$ cat src/pkg/afb_pkg.sv
// constants shared by both ends of the almost-full flag bus link
// ----------------------------------------------------------------
// Summary of operation
// - direct mode: strobe latches addressed group
// - polled mode: strobe held low
// - no strobe before programming done goes low
// - polled: groups rotate, group one again fifth
// - sync high while first group shown
// - token out pulses with last group
// - token in: load first group next edge
// - single device: token loop or tie low
// - chain: last token loops to first
// - address: 3 device bits, 5 queue bits
// - act only when device bits match ID
// - ID captured at master reset, kept steady
// - single device: ID and top bits zero
// - any distinct ID, any chain order
// - width pins pick x9, x18, x36
// - master select sampled at master reset
// - master drives first, slaves high impedance
// - master reset is high, low, high
// - master: output enable low drives data
// - slave: data off until read selected
// - flag mode pin: high polled, low direct
// ----------------------------------------------------------------
package afb_pkg;
  localparam int ADDR_W  = 8;
  localparam int DEV_W   = 3;
  localparam int QUEUE_W = 5;
  localparam int DEV_LSB = 5;
  localparam int GRP_LSB = 3;
  localparam int GROUP_W = 8;
  localparam int QUEUES  = 32;
  localparam int GRP_SEL_W = 2;
  localparam logic [1:0] GRP_FIRST = 2'h0;
  localparam logic [1:0] GRP_LAST  = 2'h3;
  // port width codes
  localparam logic [1:0] WID_36 = 2'h0;
  localparam logic [1:0] WID_18 = 2'h1;
  localparam logic [1:0] WID_9  = 2'h2;
  // strap vector layout
  localparam int STRAP_W      = 9;
  localparam int STRAP_ID_LSB = 0;
  localparam int STRAP_MASTER_SELECT   = 3;
  localparam int STRAP_POLL   = 4;
  localparam int STRAP_IW     = 5;
  localparam int STRAP_OW     = 6;
  localparam int STRAP_BM     = 7;
  localparam int STRAP_SPARE  = 8;
  // master reset timing at the 100 ns clock
  localparam int CLK_PERIOD_NS = 100;
  localparam int MRS_LOW_NS    = 200;
  localparam int MRS_REC_NS    = 100;
  localparam logic [3:0] MRS_LOW_CYC =
    4'((MRS_LOW_NS + CLK_PERIOD_NS - 1) / CLK_PERIOD_NS);
  localparam logic [3:0] MRS_REC_CYC =
    4'((MRS_REC_NS + CLK_PERIOD_NS - 1) / CLK_PERIOD_NS);
  typedef enum logic [0:0] {BUS_IDLE = 1'b0, BUS_OWN = 1'b1} afb_own_t;
  typedef enum logic [1:0] {MRS_RUN = 2'b00, MRS_LOW = 2'b01, MRS_REC = 2'b10} afb_mrs_t;
endpackage : afb_pkg

$ cat src/pkg/afb_link_if.sv
// pin-level link between the flag-bus device and its host logic
`timescale 1ns/100ps
interface afb_link_if;
  logic                     master_reset_n;
  logic [afb_pkg::DEV_W-1:0] id_pins;
  logic                     master_select;
  logic                     flag_poll_select;
  logic                     input_width_sel;
  logic                     output_width_sel;
  logic                     bus_matching_sel;
  logic                     serial_program_done;
  logic                     full_bus_strobe;
  logic [afb_pkg::ADDR_W-1:0] write_queue_address;
  logic                     write_select;
  logic [afb_pkg::ADDR_W-1:0] read_queue_address;
  logic                     read_select;
  logic                     output_enable_n;
  logic [afb_pkg::GROUP_W-1:0] almost_full_bus;
  logic                     almost_full_bus_oe_n;
  logic                     full_bus_sync;
  logic                     full_token_in;
  logic                     full_token_out;

  modport dev (
    input  master_reset_n, id_pins, master_select, flag_poll_select,
    input  input_width_sel, output_width_sel, bus_matching_sel,
    input  full_bus_strobe, write_queue_address, write_select,
    input  read_queue_address, read_select, output_enable_n, full_token_in,
    output serial_program_done, almost_full_bus, almost_full_bus_oe_n,
    output full_bus_sync, full_token_out
  );
  modport host (
    output master_reset_n, id_pins, master_select, flag_poll_select,
    output input_width_sel, output_width_sel, bus_matching_sel,
    output full_bus_strobe, write_queue_address, write_select,
    output read_queue_address, read_select, output_enable_n,
    input  serial_program_done, almost_full_bus, almost_full_bus_oe_n,
    input  full_bus_sync, full_token_out
  );
endinterface : afb_link_if

$ cat src/design/afb_strap_latch.sv
// strap latch: follows the strap pins while master reset is low, holds after
`timescale 1ns/100ps
module afb_strap_latch #(
  parameter int W = 1
) (
  input  wire logic         clk,
  input  wire logic         rst_n,
  input  wire logic         capture,
  input  wire logic [W-1:0] strap_in,
  output logic      [W-1:0] strap_q
);
  // async reset loads a constant; the pins are taken only by the clock
  always_ff @(posedge clk or negedge rst_n) begin
    if (!rst_n) begin
      strap_q <= '0;
    end else if (capture) begin
      strap_q <= strap_in; // last value before release is kept
    end
  end
endmodule : afb_strap_latch

$ cat src/design/afb_flag_dev.sv
// device end: almost-full flag bus, token chain, ID match and output control
`timescale 1ns/100ps
module afb_flag_dev (
  input  wire logic                         SYS_CLK,
  input  wire logic                         NRST,
  afb_link_if.dev                           LNK,
  input  wire logic [afb_pkg::QUEUES-1:0]   QUEUE_ALMOST_FULL,
  input  wire logic                         PROG_DONE_N,
  output logic                              WRITE_HIT,
  output logic [afb_pkg::QUEUE_W-1:0]       WRITE_QUEUE,
  output logic                              READ_HIT,
  output logic [afb_pkg::QUEUE_W-1:0]       READ_QUEUE,
  output logic [afb_pkg::DEV_W-1:0]         DEV_ID,
  output logic                              IS_MASTER,
  output logic                              POLL_MODE,
  output logic [1:0]                        IN_WIDTH,
  output logic [1:0]                        OUT_WIDTH,
  output logic                              WIDTH_BAD,
  output logic                              IN_RESET,
  output logic                              QOUT_OE_N
);
  // ----------------------------------------------------------------
  // id match, used on both address buses
  // ----------------------------------------------------------------
  function automatic logic id_match(input logic [afb_pkg::ADDR_W-1:0] addr,
                                    input logic [afb_pkg::DEV_W-1:0]  id);
    id_match = (addr[afb_pkg::ADDR_W-1:afb_pkg::DEV_LSB] == id);
  endfunction : id_match

  // ----------------------------------------------------------------
  // master reset and straps
  // ----------------------------------------------------------------
  logic                          in_mrs;
  logic                          mrs_q_r;
  logic                          mrs_end;
  logic [afb_pkg::STRAP_W-1:0]   strap_pins;
  logic [afb_pkg::STRAP_W-1:0]   strap_r;
  logic [afb_pkg::DEV_W-1:0]     id_r;
  logic                          master_r;
  logic                          poll_r;

  // reset is the low phase of a high-low-high on the pin
  assign in_mrs  = ~LNK.master_reset_n;
  assign mrs_end = mrs_q_r & ~in_mrs;

  assign strap_pins = {1'b0, LNK.bus_matching_sel, LNK.output_width_sel,
                       LNK.input_width_sel, LNK.flag_poll_select,
                       LNK.master_select, LNK.id_pins};

  afb_strap_latch #(.W(afb_pkg::STRAP_W)) u_straps (
    .clk      (SYS_CLK),
    .rst_n    (NRST),
    .capture  (in_mrs),
    .strap_in (strap_pins),
    .strap_q  (strap_r)
  );

  // straps sampled at master reset
  assign id_r     = strap_r[afb_pkg::STRAP_ID_LSB +: afb_pkg::DEV_W];
  assign master_r = strap_r[afb_pkg::STRAP_MASTER_SELECT];
  assign poll_r   = strap_r[afb_pkg::STRAP_POLL];

  // remember reset level to find the release edge
  always_ff @(posedge SYS_CLK or negedge NRST) begin
    if (!NRST) begin
      mrs_q_r <= 1'b1;
    end else begin
      mrs_q_r <= in_mrs;
    end
  end

  // ----------------------------------------------------------------
  // width selection
  // ----------------------------------------------------------------
  logic iw;
  logic ow;
  logic bm;
  assign iw = strap_r[afb_pkg::STRAP_IW];
  assign ow = strap_r[afb_pkg::STRAP_OW];
  assign bm = strap_r[afb_pkg::STRAP_BM];

  // bm low keeps both ports at x36; high narrows the side iw picks
  assign IN_WIDTH  = (bm && !iw) ? (ow ? afb_pkg::WID_9 : afb_pkg::WID_18)
                                 : afb_pkg::WID_36;
  assign OUT_WIDTH = (bm && iw)  ? (ow ? afb_pkg::WID_9 : afb_pkg::WID_18)
                                 : afb_pkg::WID_36;
  // every code keeps one port at x36, so no strap can be illegal here
  assign WIDTH_BAD = (IN_WIDTH != afb_pkg::WID_36) && (OUT_WIDTH != afb_pkg::WID_36);

  // ----------------------------------------------------------------
  // queue selection on the write and read address buses
  // ----------------------------------------------------------------
  logic wr_hit;
  logic rd_hit;
  logic wr_hit_r;
  logic rd_hit_r;
  logic rd_seen_r;
  logic [afb_pkg::QUEUE_W-1:0] wq_r;
  logic [afb_pkg::QUEUE_W-1:0] rq_r;

  assign wr_hit = ~in_mrs & LNK.write_select & id_match(LNK.write_queue_address, id_r);
  assign rd_hit = ~in_mrs & LNK.read_select  & id_match(LNK.read_queue_address,  id_r);

  // only a matching device reports a selection to its queue logic
  always_ff @(posedge SYS_CLK or negedge NRST) begin
    if (!NRST) begin
      wr_hit_r <= 1'b0;
      rd_hit_r <= 1'b0;
      wq_r     <= '0;
      rq_r     <= '0;
    end else begin
      wr_hit_r <= wr_hit;
      rd_hit_r <= rd_hit;
      if (wr_hit) wq_r <= LNK.write_queue_address[afb_pkg::QUEUE_W-1:0];
      if (rd_hit) rq_r <= LNK.read_queue_address[afb_pkg::QUEUE_W-1:0];
    end
  end

  // a slave earns its output drive by its first read selection
  always_ff @(posedge SYS_CLK or negedge NRST) begin
    if (!NRST) begin
      rd_seen_r <= 1'b0;
    end else if (in_mrs) begin
      rd_seen_r <= 1'b0; // slaves go quiet again after master reset
    end else if (rd_hit) begin
      rd_seen_r <= 1'b1;
    end
  end

  // output enable is asynchronous, so it goes straight to the pad control
  assign QOUT_OE_N = LNK.output_enable_n | ~(master_r | rd_seen_r);

  // ----------------------------------------------------------------
  // flag bus ownership and group rotation
  // ----------------------------------------------------------------
  afb_pkg::afb_own_t             own_r;
  afb_pkg::afb_own_t             own_nxt;
  logic [1:0]                    grp_r;
  logic [1:0]                    grp_nxt;
  logic                          sync_r;
  logic                          tok_r;
  logic [afb_pkg::GROUP_W-1:0]   flags_r;
  logic                          master_start;
  logic                          poll_first;
  logic                          poll_next;
  logic                          poll_drop;
  logic                          dir_take;
  logic                          dir_drop;

  // master opens the bus at release, in either mode
  assign master_start = mrs_end & master_r;
  // token in, or the master's own start, loads group one next edge
  assign poll_first = poll_r & ~in_mrs & (master_start | LNK.full_token_in);
  assign poll_next  = poll_r & ~in_mrs & (own_r == afb_pkg::BUS_OWN) &
                      (grp_r != afb_pkg::GRP_LAST);
  assign poll_drop  = poll_r & ~in_mrs & (own_r == afb_pkg::BUS_OWN) &
                      (grp_r == afb_pkg::GRP_LAST);
  // direct mode: strobe with matching ID takes the bus, else lets it go
  assign dir_take = ~poll_r & ~in_mrs & LNK.full_bus_strobe &
                    id_match(LNK.write_queue_address, id_r);
  assign dir_drop = ~poll_r & ~in_mrs & LNK.full_bus_strobe & ~dir_take;

  assign own_nxt = in_mrs                           ? afb_pkg::BUS_IDLE :
                   (poll_first | dir_take | (~poll_r & master_start)) ? afb_pkg::BUS_OWN :
                   (poll_drop | dir_drop)           ? afb_pkg::BUS_IDLE : own_r;
  assign grp_nxt = in_mrs     ? afb_pkg::GRP_FIRST :
                   poll_first ? afb_pkg::GRP_FIRST :
                   dir_take   ? LNK.write_queue_address[afb_pkg::DEV_LSB-1:afb_pkg::GRP_LSB] :
                   poll_next  ? 2'(grp_r + 2'h1) : grp_r;

  // bus, sync and token move together on the same write clock edge
  always_ff @(posedge SYS_CLK or negedge NRST) begin
    if (!NRST) begin
      own_r   <= afb_pkg::BUS_IDLE;
      grp_r   <= afb_pkg::GRP_FIRST;
      sync_r  <= 1'b0;
      tok_r   <= 1'b0;
      flags_r <= '0;
    end else begin
      own_r   <= own_nxt;
      grp_r   <= grp_nxt;
      sync_r  <= poll_r & (own_nxt == afb_pkg::BUS_OWN) &
                 (grp_nxt == afb_pkg::GRP_FIRST);
      tok_r   <= poll_r & (own_nxt == afb_pkg::BUS_OWN) &
                 (grp_nxt == afb_pkg::GRP_LAST);
      flags_r <= QUEUE_ALMOST_FULL[grp_nxt * afb_pkg::GROUP_W +: afb_pkg::GROUP_W];
    end
  end

  // only the owner drives the shared bus; others float it
  assign LNK.almost_full_bus      = flags_r;
  assign LNK.almost_full_bus_oe_n = (own_r != afb_pkg::BUS_OWN);
  assign LNK.full_bus_sync        = sync_r;
  assign LNK.full_token_out       = tok_r;
  assign LNK.serial_program_done  = PROG_DONE_N;

  // ----------------------------------------------------------------
  // user-side status
  // ----------------------------------------------------------------
  assign WRITE_HIT   = wr_hit_r;
  assign WRITE_QUEUE = wq_r;
  assign READ_HIT    = rd_hit_r;
  assign READ_QUEUE  = rq_r;
  assign DEV_ID      = id_r;      // any value, chain order free
  assign IS_MASTER   = master_r;
  assign POLL_MODE   = poll_r;
  assign IN_RESET    = mrs_q_r;
endmodule : afb_flag_dev

$ cat src/flat_wrapper.sv
// flat-port wrapper written by rule: the top's interface ports become plain ports
module afb_flag_dev_flat 
  (SYS_CLK, NRST, QUEUE_ALMOST_FULL, PROG_DONE_N, WRITE_HIT, WRITE_QUEUE, READ_HIT, READ_QUEUE, DEV_ID, IS_MASTER, POLL_MODE, IN_WIDTH, OUT_WIDTH, WIDTH_BAD, IN_RESET, QOUT_OE_N, LNK_master_reset_n, LNK_id_pins, LNK_master_select, LNK_flag_poll_select, LNK_input_width_sel, LNK_output_width_sel, LNK_bus_matching_sel, LNK_full_bus_strobe, LNK_write_queue_address, LNK_write_select, LNK_read_queue_address, LNK_read_select, LNK_output_enable_n, LNK_full_token_in, LNK_serial_program_done, LNK_almost_full_bus, LNK_almost_full_bus_oe_n, LNK_full_bus_sync, LNK_full_token_out);
  afb_link_if LNK_i ();
  input  wire logic SYS_CLK;
  input  wire logic NRST;
  input  wire logic [afb_pkg::QUEUES-1:0] QUEUE_ALMOST_FULL;
  input  wire logic PROG_DONE_N;
  output logic WRITE_HIT;
  output logic [afb_pkg::QUEUE_W-1:0] WRITE_QUEUE;
  output logic READ_HIT;
  output logic [afb_pkg::QUEUE_W-1:0] READ_QUEUE;
  output logic [afb_pkg::DEV_W-1:0] DEV_ID;
  output logic IS_MASTER;
  output logic POLL_MODE;
  output logic [1:0] IN_WIDTH;
  output logic [1:0] OUT_WIDTH;
  output logic WIDTH_BAD;
  output logic IN_RESET;
  output logic QOUT_OE_N;
  input wire logic [$bits(LNK_i.master_reset_n)-1:0] LNK_master_reset_n;
  input wire logic [$bits(LNK_i.id_pins)-1:0] LNK_id_pins;
  input wire logic [$bits(LNK_i.master_select)-1:0] LNK_master_select;
  input wire logic [$bits(LNK_i.flag_poll_select)-1:0] LNK_flag_poll_select;
  input wire logic [$bits(LNK_i.input_width_sel)-1:0] LNK_input_width_sel;
  input wire logic [$bits(LNK_i.output_width_sel)-1:0] LNK_output_width_sel;
  input wire logic [$bits(LNK_i.bus_matching_sel)-1:0] LNK_bus_matching_sel;
  input wire logic [$bits(LNK_i.full_bus_strobe)-1:0] LNK_full_bus_strobe;
  input wire logic [$bits(LNK_i.write_queue_address)-1:0] LNK_write_queue_address;
  input wire logic [$bits(LNK_i.write_select)-1:0] LNK_write_select;
  input wire logic [$bits(LNK_i.read_queue_address)-1:0] LNK_read_queue_address;
  input wire logic [$bits(LNK_i.read_select)-1:0] LNK_read_select;
  input wire logic [$bits(LNK_i.output_enable_n)-1:0] LNK_output_enable_n;
  input wire logic [$bits(LNK_i.full_token_in)-1:0] LNK_full_token_in;
  output wire logic [$bits(LNK_i.serial_program_done)-1:0] LNK_serial_program_done;
  output wire logic [$bits(LNK_i.almost_full_bus)-1:0] LNK_almost_full_bus;
  output wire logic [$bits(LNK_i.almost_full_bus_oe_n)-1:0] LNK_almost_full_bus_oe_n;
  output wire logic [$bits(LNK_i.full_bus_sync)-1:0] LNK_full_bus_sync;
  output wire logic [$bits(LNK_i.full_token_out)-1:0] LNK_full_token_out;
  assign LNK_i.master_reset_n = LNK_master_reset_n;
  assign LNK_i.id_pins = LNK_id_pins;
  assign LNK_i.master_select = LNK_master_select;
  assign LNK_i.flag_poll_select = LNK_flag_poll_select;
  assign LNK_i.input_width_sel = LNK_input_width_sel;
  assign LNK_i.output_width_sel = LNK_output_width_sel;
  assign LNK_i.bus_matching_sel = LNK_bus_matching_sel;
  assign LNK_i.full_bus_strobe = LNK_full_bus_strobe;
  assign LNK_i.write_queue_address = LNK_write_queue_address;
  assign LNK_i.write_select = LNK_write_select;
  assign LNK_i.read_queue_address = LNK_read_queue_address;
  assign LNK_i.read_select = LNK_read_select;
  assign LNK_i.output_enable_n = LNK_output_enable_n;
  assign LNK_i.full_token_in = LNK_full_token_in;
  assign LNK_serial_program_done = LNK_i.serial_program_done;
  assign LNK_almost_full_bus = LNK_i.almost_full_bus;
  assign LNK_almost_full_bus_oe_n = LNK_i.almost_full_bus_oe_n;
  assign LNK_full_bus_sync = LNK_i.full_bus_sync;
  assign LNK_full_token_out = LNK_i.full_token_out;
  afb_flag_dev u_core (.SYS_CLK(SYS_CLK), .NRST(NRST), .LNK(LNK_i), .QUEUE_ALMOST_FULL(QUEUE_ALMOST_FULL), .PROG_DONE_N(PROG_DONE_N), .WRITE_HIT(WRITE_HIT), .WRITE_QUEUE(WRITE_QUEUE), .READ_HIT(READ_HIT), .READ_QUEUE(READ_QUEUE), .DEV_ID(DEV_ID), .IS_MASTER(IS_MASTER), .POLL_MODE(POLL_MODE), .IN_WIDTH(IN_WIDTH), .OUT_WIDTH(OUT_WIDTH), .WIDTH_BAD(WIDTH_BAD), .IN_RESET(IN_RESET), .QOUT_OE_N(QOUT_OE_N));
endmodule
$ cat config.mk
export PLATFORM = sky130hd
export DESIGN_NAME = afb_flag_dev_flat
export DESIGN_NICKNAME = d
export VERILOG_FILES = /design/src/pkg/afb_pkg.sv /design/src/pkg/afb_link_if.sv /design/src/design/afb_strap_latch.sv /design/src/design/afb_flag_dev.sv /design/src/flat_wrapper.sv
export SDC_FILE = /design/constraint.sdc
export NUM_CORES = 1
export LEC_CHECK = 0
export ABC_AREA = 1
export BUFFER_PORTS_ARGS = -buffer_cell sky130_fd_sc_hd__buf_2
export CORE_MARGIN = 3
export CORE_UTILIZATION = 41
export DETAILED_ROUTE_END_ITERATION = 16
export GPL_ROUTABILITY_DRIVEN = 0
export PLACE_DENSITY = 0.76
export SYNTH_ARGS = -nofsm -noshare
export SYNTH_HDL_FRONTEND = slang
export SYNTH_SLANG_ARGS = --single-unit
$ cat constraint.sdc
create_clock -name SYS_CLK -period 1.47 [get_ports SYS_CLK]
set_input_delay 0 -clock SYS_CLK [delete_from_list [all_inputs] [get_ports SYS_CLK]]
set_output_delay 0 -clock SYS_CLK [all_outputs]
set_load 0.01 [all_outputs]
==> out/results.ini <==
[run_status]
status=finished with violations
violations=setup timing

[clock_network]
clk_pin_slew_ps=70
cts-htree-levels=2
cts_buffers=5
clock_latency_ps=280
cts.sinks=35
clockBufferDepth=2
cts_tree=done
root_buffer=clkbuf_8

[power]
powerDensity_nw_per_um2=910.2
ir_worst_vdd_mv=0.4133
p_leak_nw=1.768

[cells_and_area]
utilization=0.6869
final_nets=457
finalNonFillerCells=444
flow.area_growth_from_synthesis_pct=56.42
antennaDiodeCount=0
drive_gt1_frac=0.4235
fin_area_um2=3094
n_fill_cell=326

[synthesis]
synth-seq-area-share=0.4434
synth_top_cell_area_share=0.4301
synth_fp_nets=316
synth.area.mux_share=0.01708
synth-compound-area-share=0.05250
yosysMostFrequentCell=nand2_1
synth_edf_count=0
syn_area_um2=1978
ys.flop_type=dfrtp_1
synthAdderAreaFrac=0.006325
yosys.area.top_type=dfrtp_1
async_flop_share=1.000
synth_area_leaders=dfrtp_1 (43%), nand2_1 (14%), inv_1 (9.3%)
synthXorXnorAreaFrac=0.01265
syn_area_per_cell_um2=7.913
syn_inst=250
synth_top_family_by_area=simple AND/OR/NAND/NOR gates
ys_warn_count=0
synth.distinct_cells=33
yosys-top-cells-count=nand2_1 (73), inv_1 (49), dfrtp_1 (34)
synthSimpleGateAreaFrac=0.3251
ys_seq_elements=35

[setup_path]
path_buf_inv=3
r2r-end=u_core.LNK.almost_full_bus[5]
regToRegSetupSlack_ps=-170
r2r-start=u_core.grp_r[1]
end_kind=flip-flop
reg2reg_depth=11
crit_fanout=8
cpPeakStageDelay_ps=390
startpoint_type=flip-flop
cp_slowest_cell=dfrtp_1
arrival_ps=1810
path_delay_family=simple AND/OR/NAND/NOR gates
path_common_cell=nand2_1
path_cells=ha_2, inv_2, nand3_2, nand2_1, nand2_2, nand2_4, buf_4, buf_12, nand4_1, nand3_1, nand2_1
crit_required_ps=1640
worstSetupPathType=reg -> reg

[sta]
period_minus_slack_ps=1636
hold_viol=0
fin_tns_setup_ps=-1053
rsz0062_at_grt=true
worst_slew_pin_slew_ps=548.5
fin_worst_skew_ps=7.197
max_freq_mhz=611.3
drv_slew=0
fin_ws_ps=-165.8
setup_viol=10
fin_crit_sh=1.113
slew_headroom=0.6343

[die]
coreArea_um2=4504
initial_core_util=0.4392
die_y_um=75.46
die_x_um=75.46
io_pins=101
die_area_um2=5694
core.rowCount=24

[global_routing]
globalRouteTotalUtil=0.2028
grt_max_degree=27
grt_pass1_wl_um=8894
first_global_vias=2110
antenna_found_initial=0
grt-ovfl-total=0

[min_path]
hold_depth=0
min_to=LNK_serial_program_done
hp-class=in -> out
min_from=PROG_DONE_N

[drt]
top_layer_used=met4
vias_per_cell=4.946
wl_met2_um=3115
drcViolationCount=0
wirelength_met1_um=2330
post_drt_wl_per_cell_um=13.82
drt_first_pass_iters=5
wl_met3_um=528
via_count=2196
postRouteWirelength_um=6137
drtAntennaViolNets=0
drt_iter0_markers=229

[placed_design]
dp_hpwl_um=3832
place_area_um2=2594
place_inst=404
port_buffers=97

[flow_run]
drv_cap=0

-- report_power, final --
part           switching (mW)  internal, mW  total, mW
clock network           0.316         0.427      0.743
logic                   0.455         0.421      0.875
registers              0.0794          1.12       1.20
total                   0.850          1.97       2.82
-- metrics by stage --
step | setup WS [ps] | power (mW) | hold slack, ps
finish | -165.8 | 2.816 | 0.004435
global route | -221.1 | 2.985 | 0.01506
CTS | -15.93 | 2.803 | 0.1189
detailed placement | -90.00 | 1.950 | 0.1189
global placement | -18.71 | 1.926 | 0.1189
floorplan | 2.697 | 1.607 | -295.6
-- repair_timing --
| action | 4_1_cts | 5_1_grt |
|---|---|---|
| endpoints found under the hold margin | 39 | 0 |
| cloned | 4 | 2 |
| pin swaps | 21 | 28 |
| buffers inserted | 8 | 1 |
| setup endpoints to repair | 13 | 17 |
| hold buffers | 17 | 0 |
| resized for setup | 11 | 9 |
-- metal layers --
layer,vias to the layer above,global-route usage
met1,980,0.2367
li1,1074,-
met4,0,0.07961
met3,21,0.04222
met5,-,0
met2,121,0.3624
-- state kept, by name, indices dropped and copies added, names as in the netlist --
signal / count
u_core.u_straps.strap_q: 8
u_core.READ_HIT: 1
u_core.LNK.full_bus_sync: 1
u_core.own_r: 1
u_core.READ_QUEUE: 5
u_core.LNK.full_token_out: 1
u_core.grp_r: 2
u_core.LNK.almost_full_bus: 8
u_core.WRITE_HIT: 1
u_core.WRITE_QUEUE: 5
u_core.IN_RESET: 1
u_core.rd_seen_r: 1
-- cell usage in the layout, fill, tap and decap left out, types with 3 or more instances in the layout --
cell type       n
inv_1          46
nand2_1        69
nor2_1          4
nor2_4          3
nand3_4         5
nand4_1        18
buf_6           3
o21ai_0         7
nor3_1          4
nand2_2         7
buf_4          19
buf_2          97
mux2_2          3
dlygate4sd3_1  17
inv_2           5
dfrtp_1        33
clkbuf_8        7
nand3_1        17
-- area by class of cell --
cell class	count	area, um2	area share
timing repair buffer	141	939.7	0.3037
multi-input combinational	155	902.1	0.2915
inverter	52	202.7	0.06551
clock buffer	8	100.1	0.03235
tap	52	65.06	0.02103
sequential	35	878.3	0.2839
timing repair inverter	1	6.256	0.002022
-- logic make-up (layout without fill, tap and decap cells) --
kind of cell	after synthesis	count (layout)
adders and majority gates	1	1
and+or+nand+nor	129	132
xor gates and xnor gates	2	2
AOI/OAI and AO/OA	16	16
other	1	1
DFF	35	35
buffers and inverters	63	202
muxes	3	3
-- worst max-delay path by stage --
| stage | start | slack, ps | to | cells past startpoint |
|---|---|---|---|---|
| finish | u_core.grp_r[1] | -170 | u_core.LNK.almost_full_bus[5] | 11 |
| global route | u_core.grp_r[1] | -220 | u_core.LNK.almost_full_bus[4] | 11 |
| CTS | u_core.grp_r[1] | -20 | u_core.LNK.almost_full_bus[6] | 11 |
| detailed placement | u_core.grp_r[0] | -90 | u_core.LNK.almost_full_bus[6] | 9 |
| global placement | u_core.grp_r[0] | -20 | u_core.LNK.almost_full_bus[5] | 9 |
| floorplan | u_core.grp_r[0] | 3 | u_core.LNK.almost_full_bus[1] | 10 |
Power figures use the tool's default switching activity.
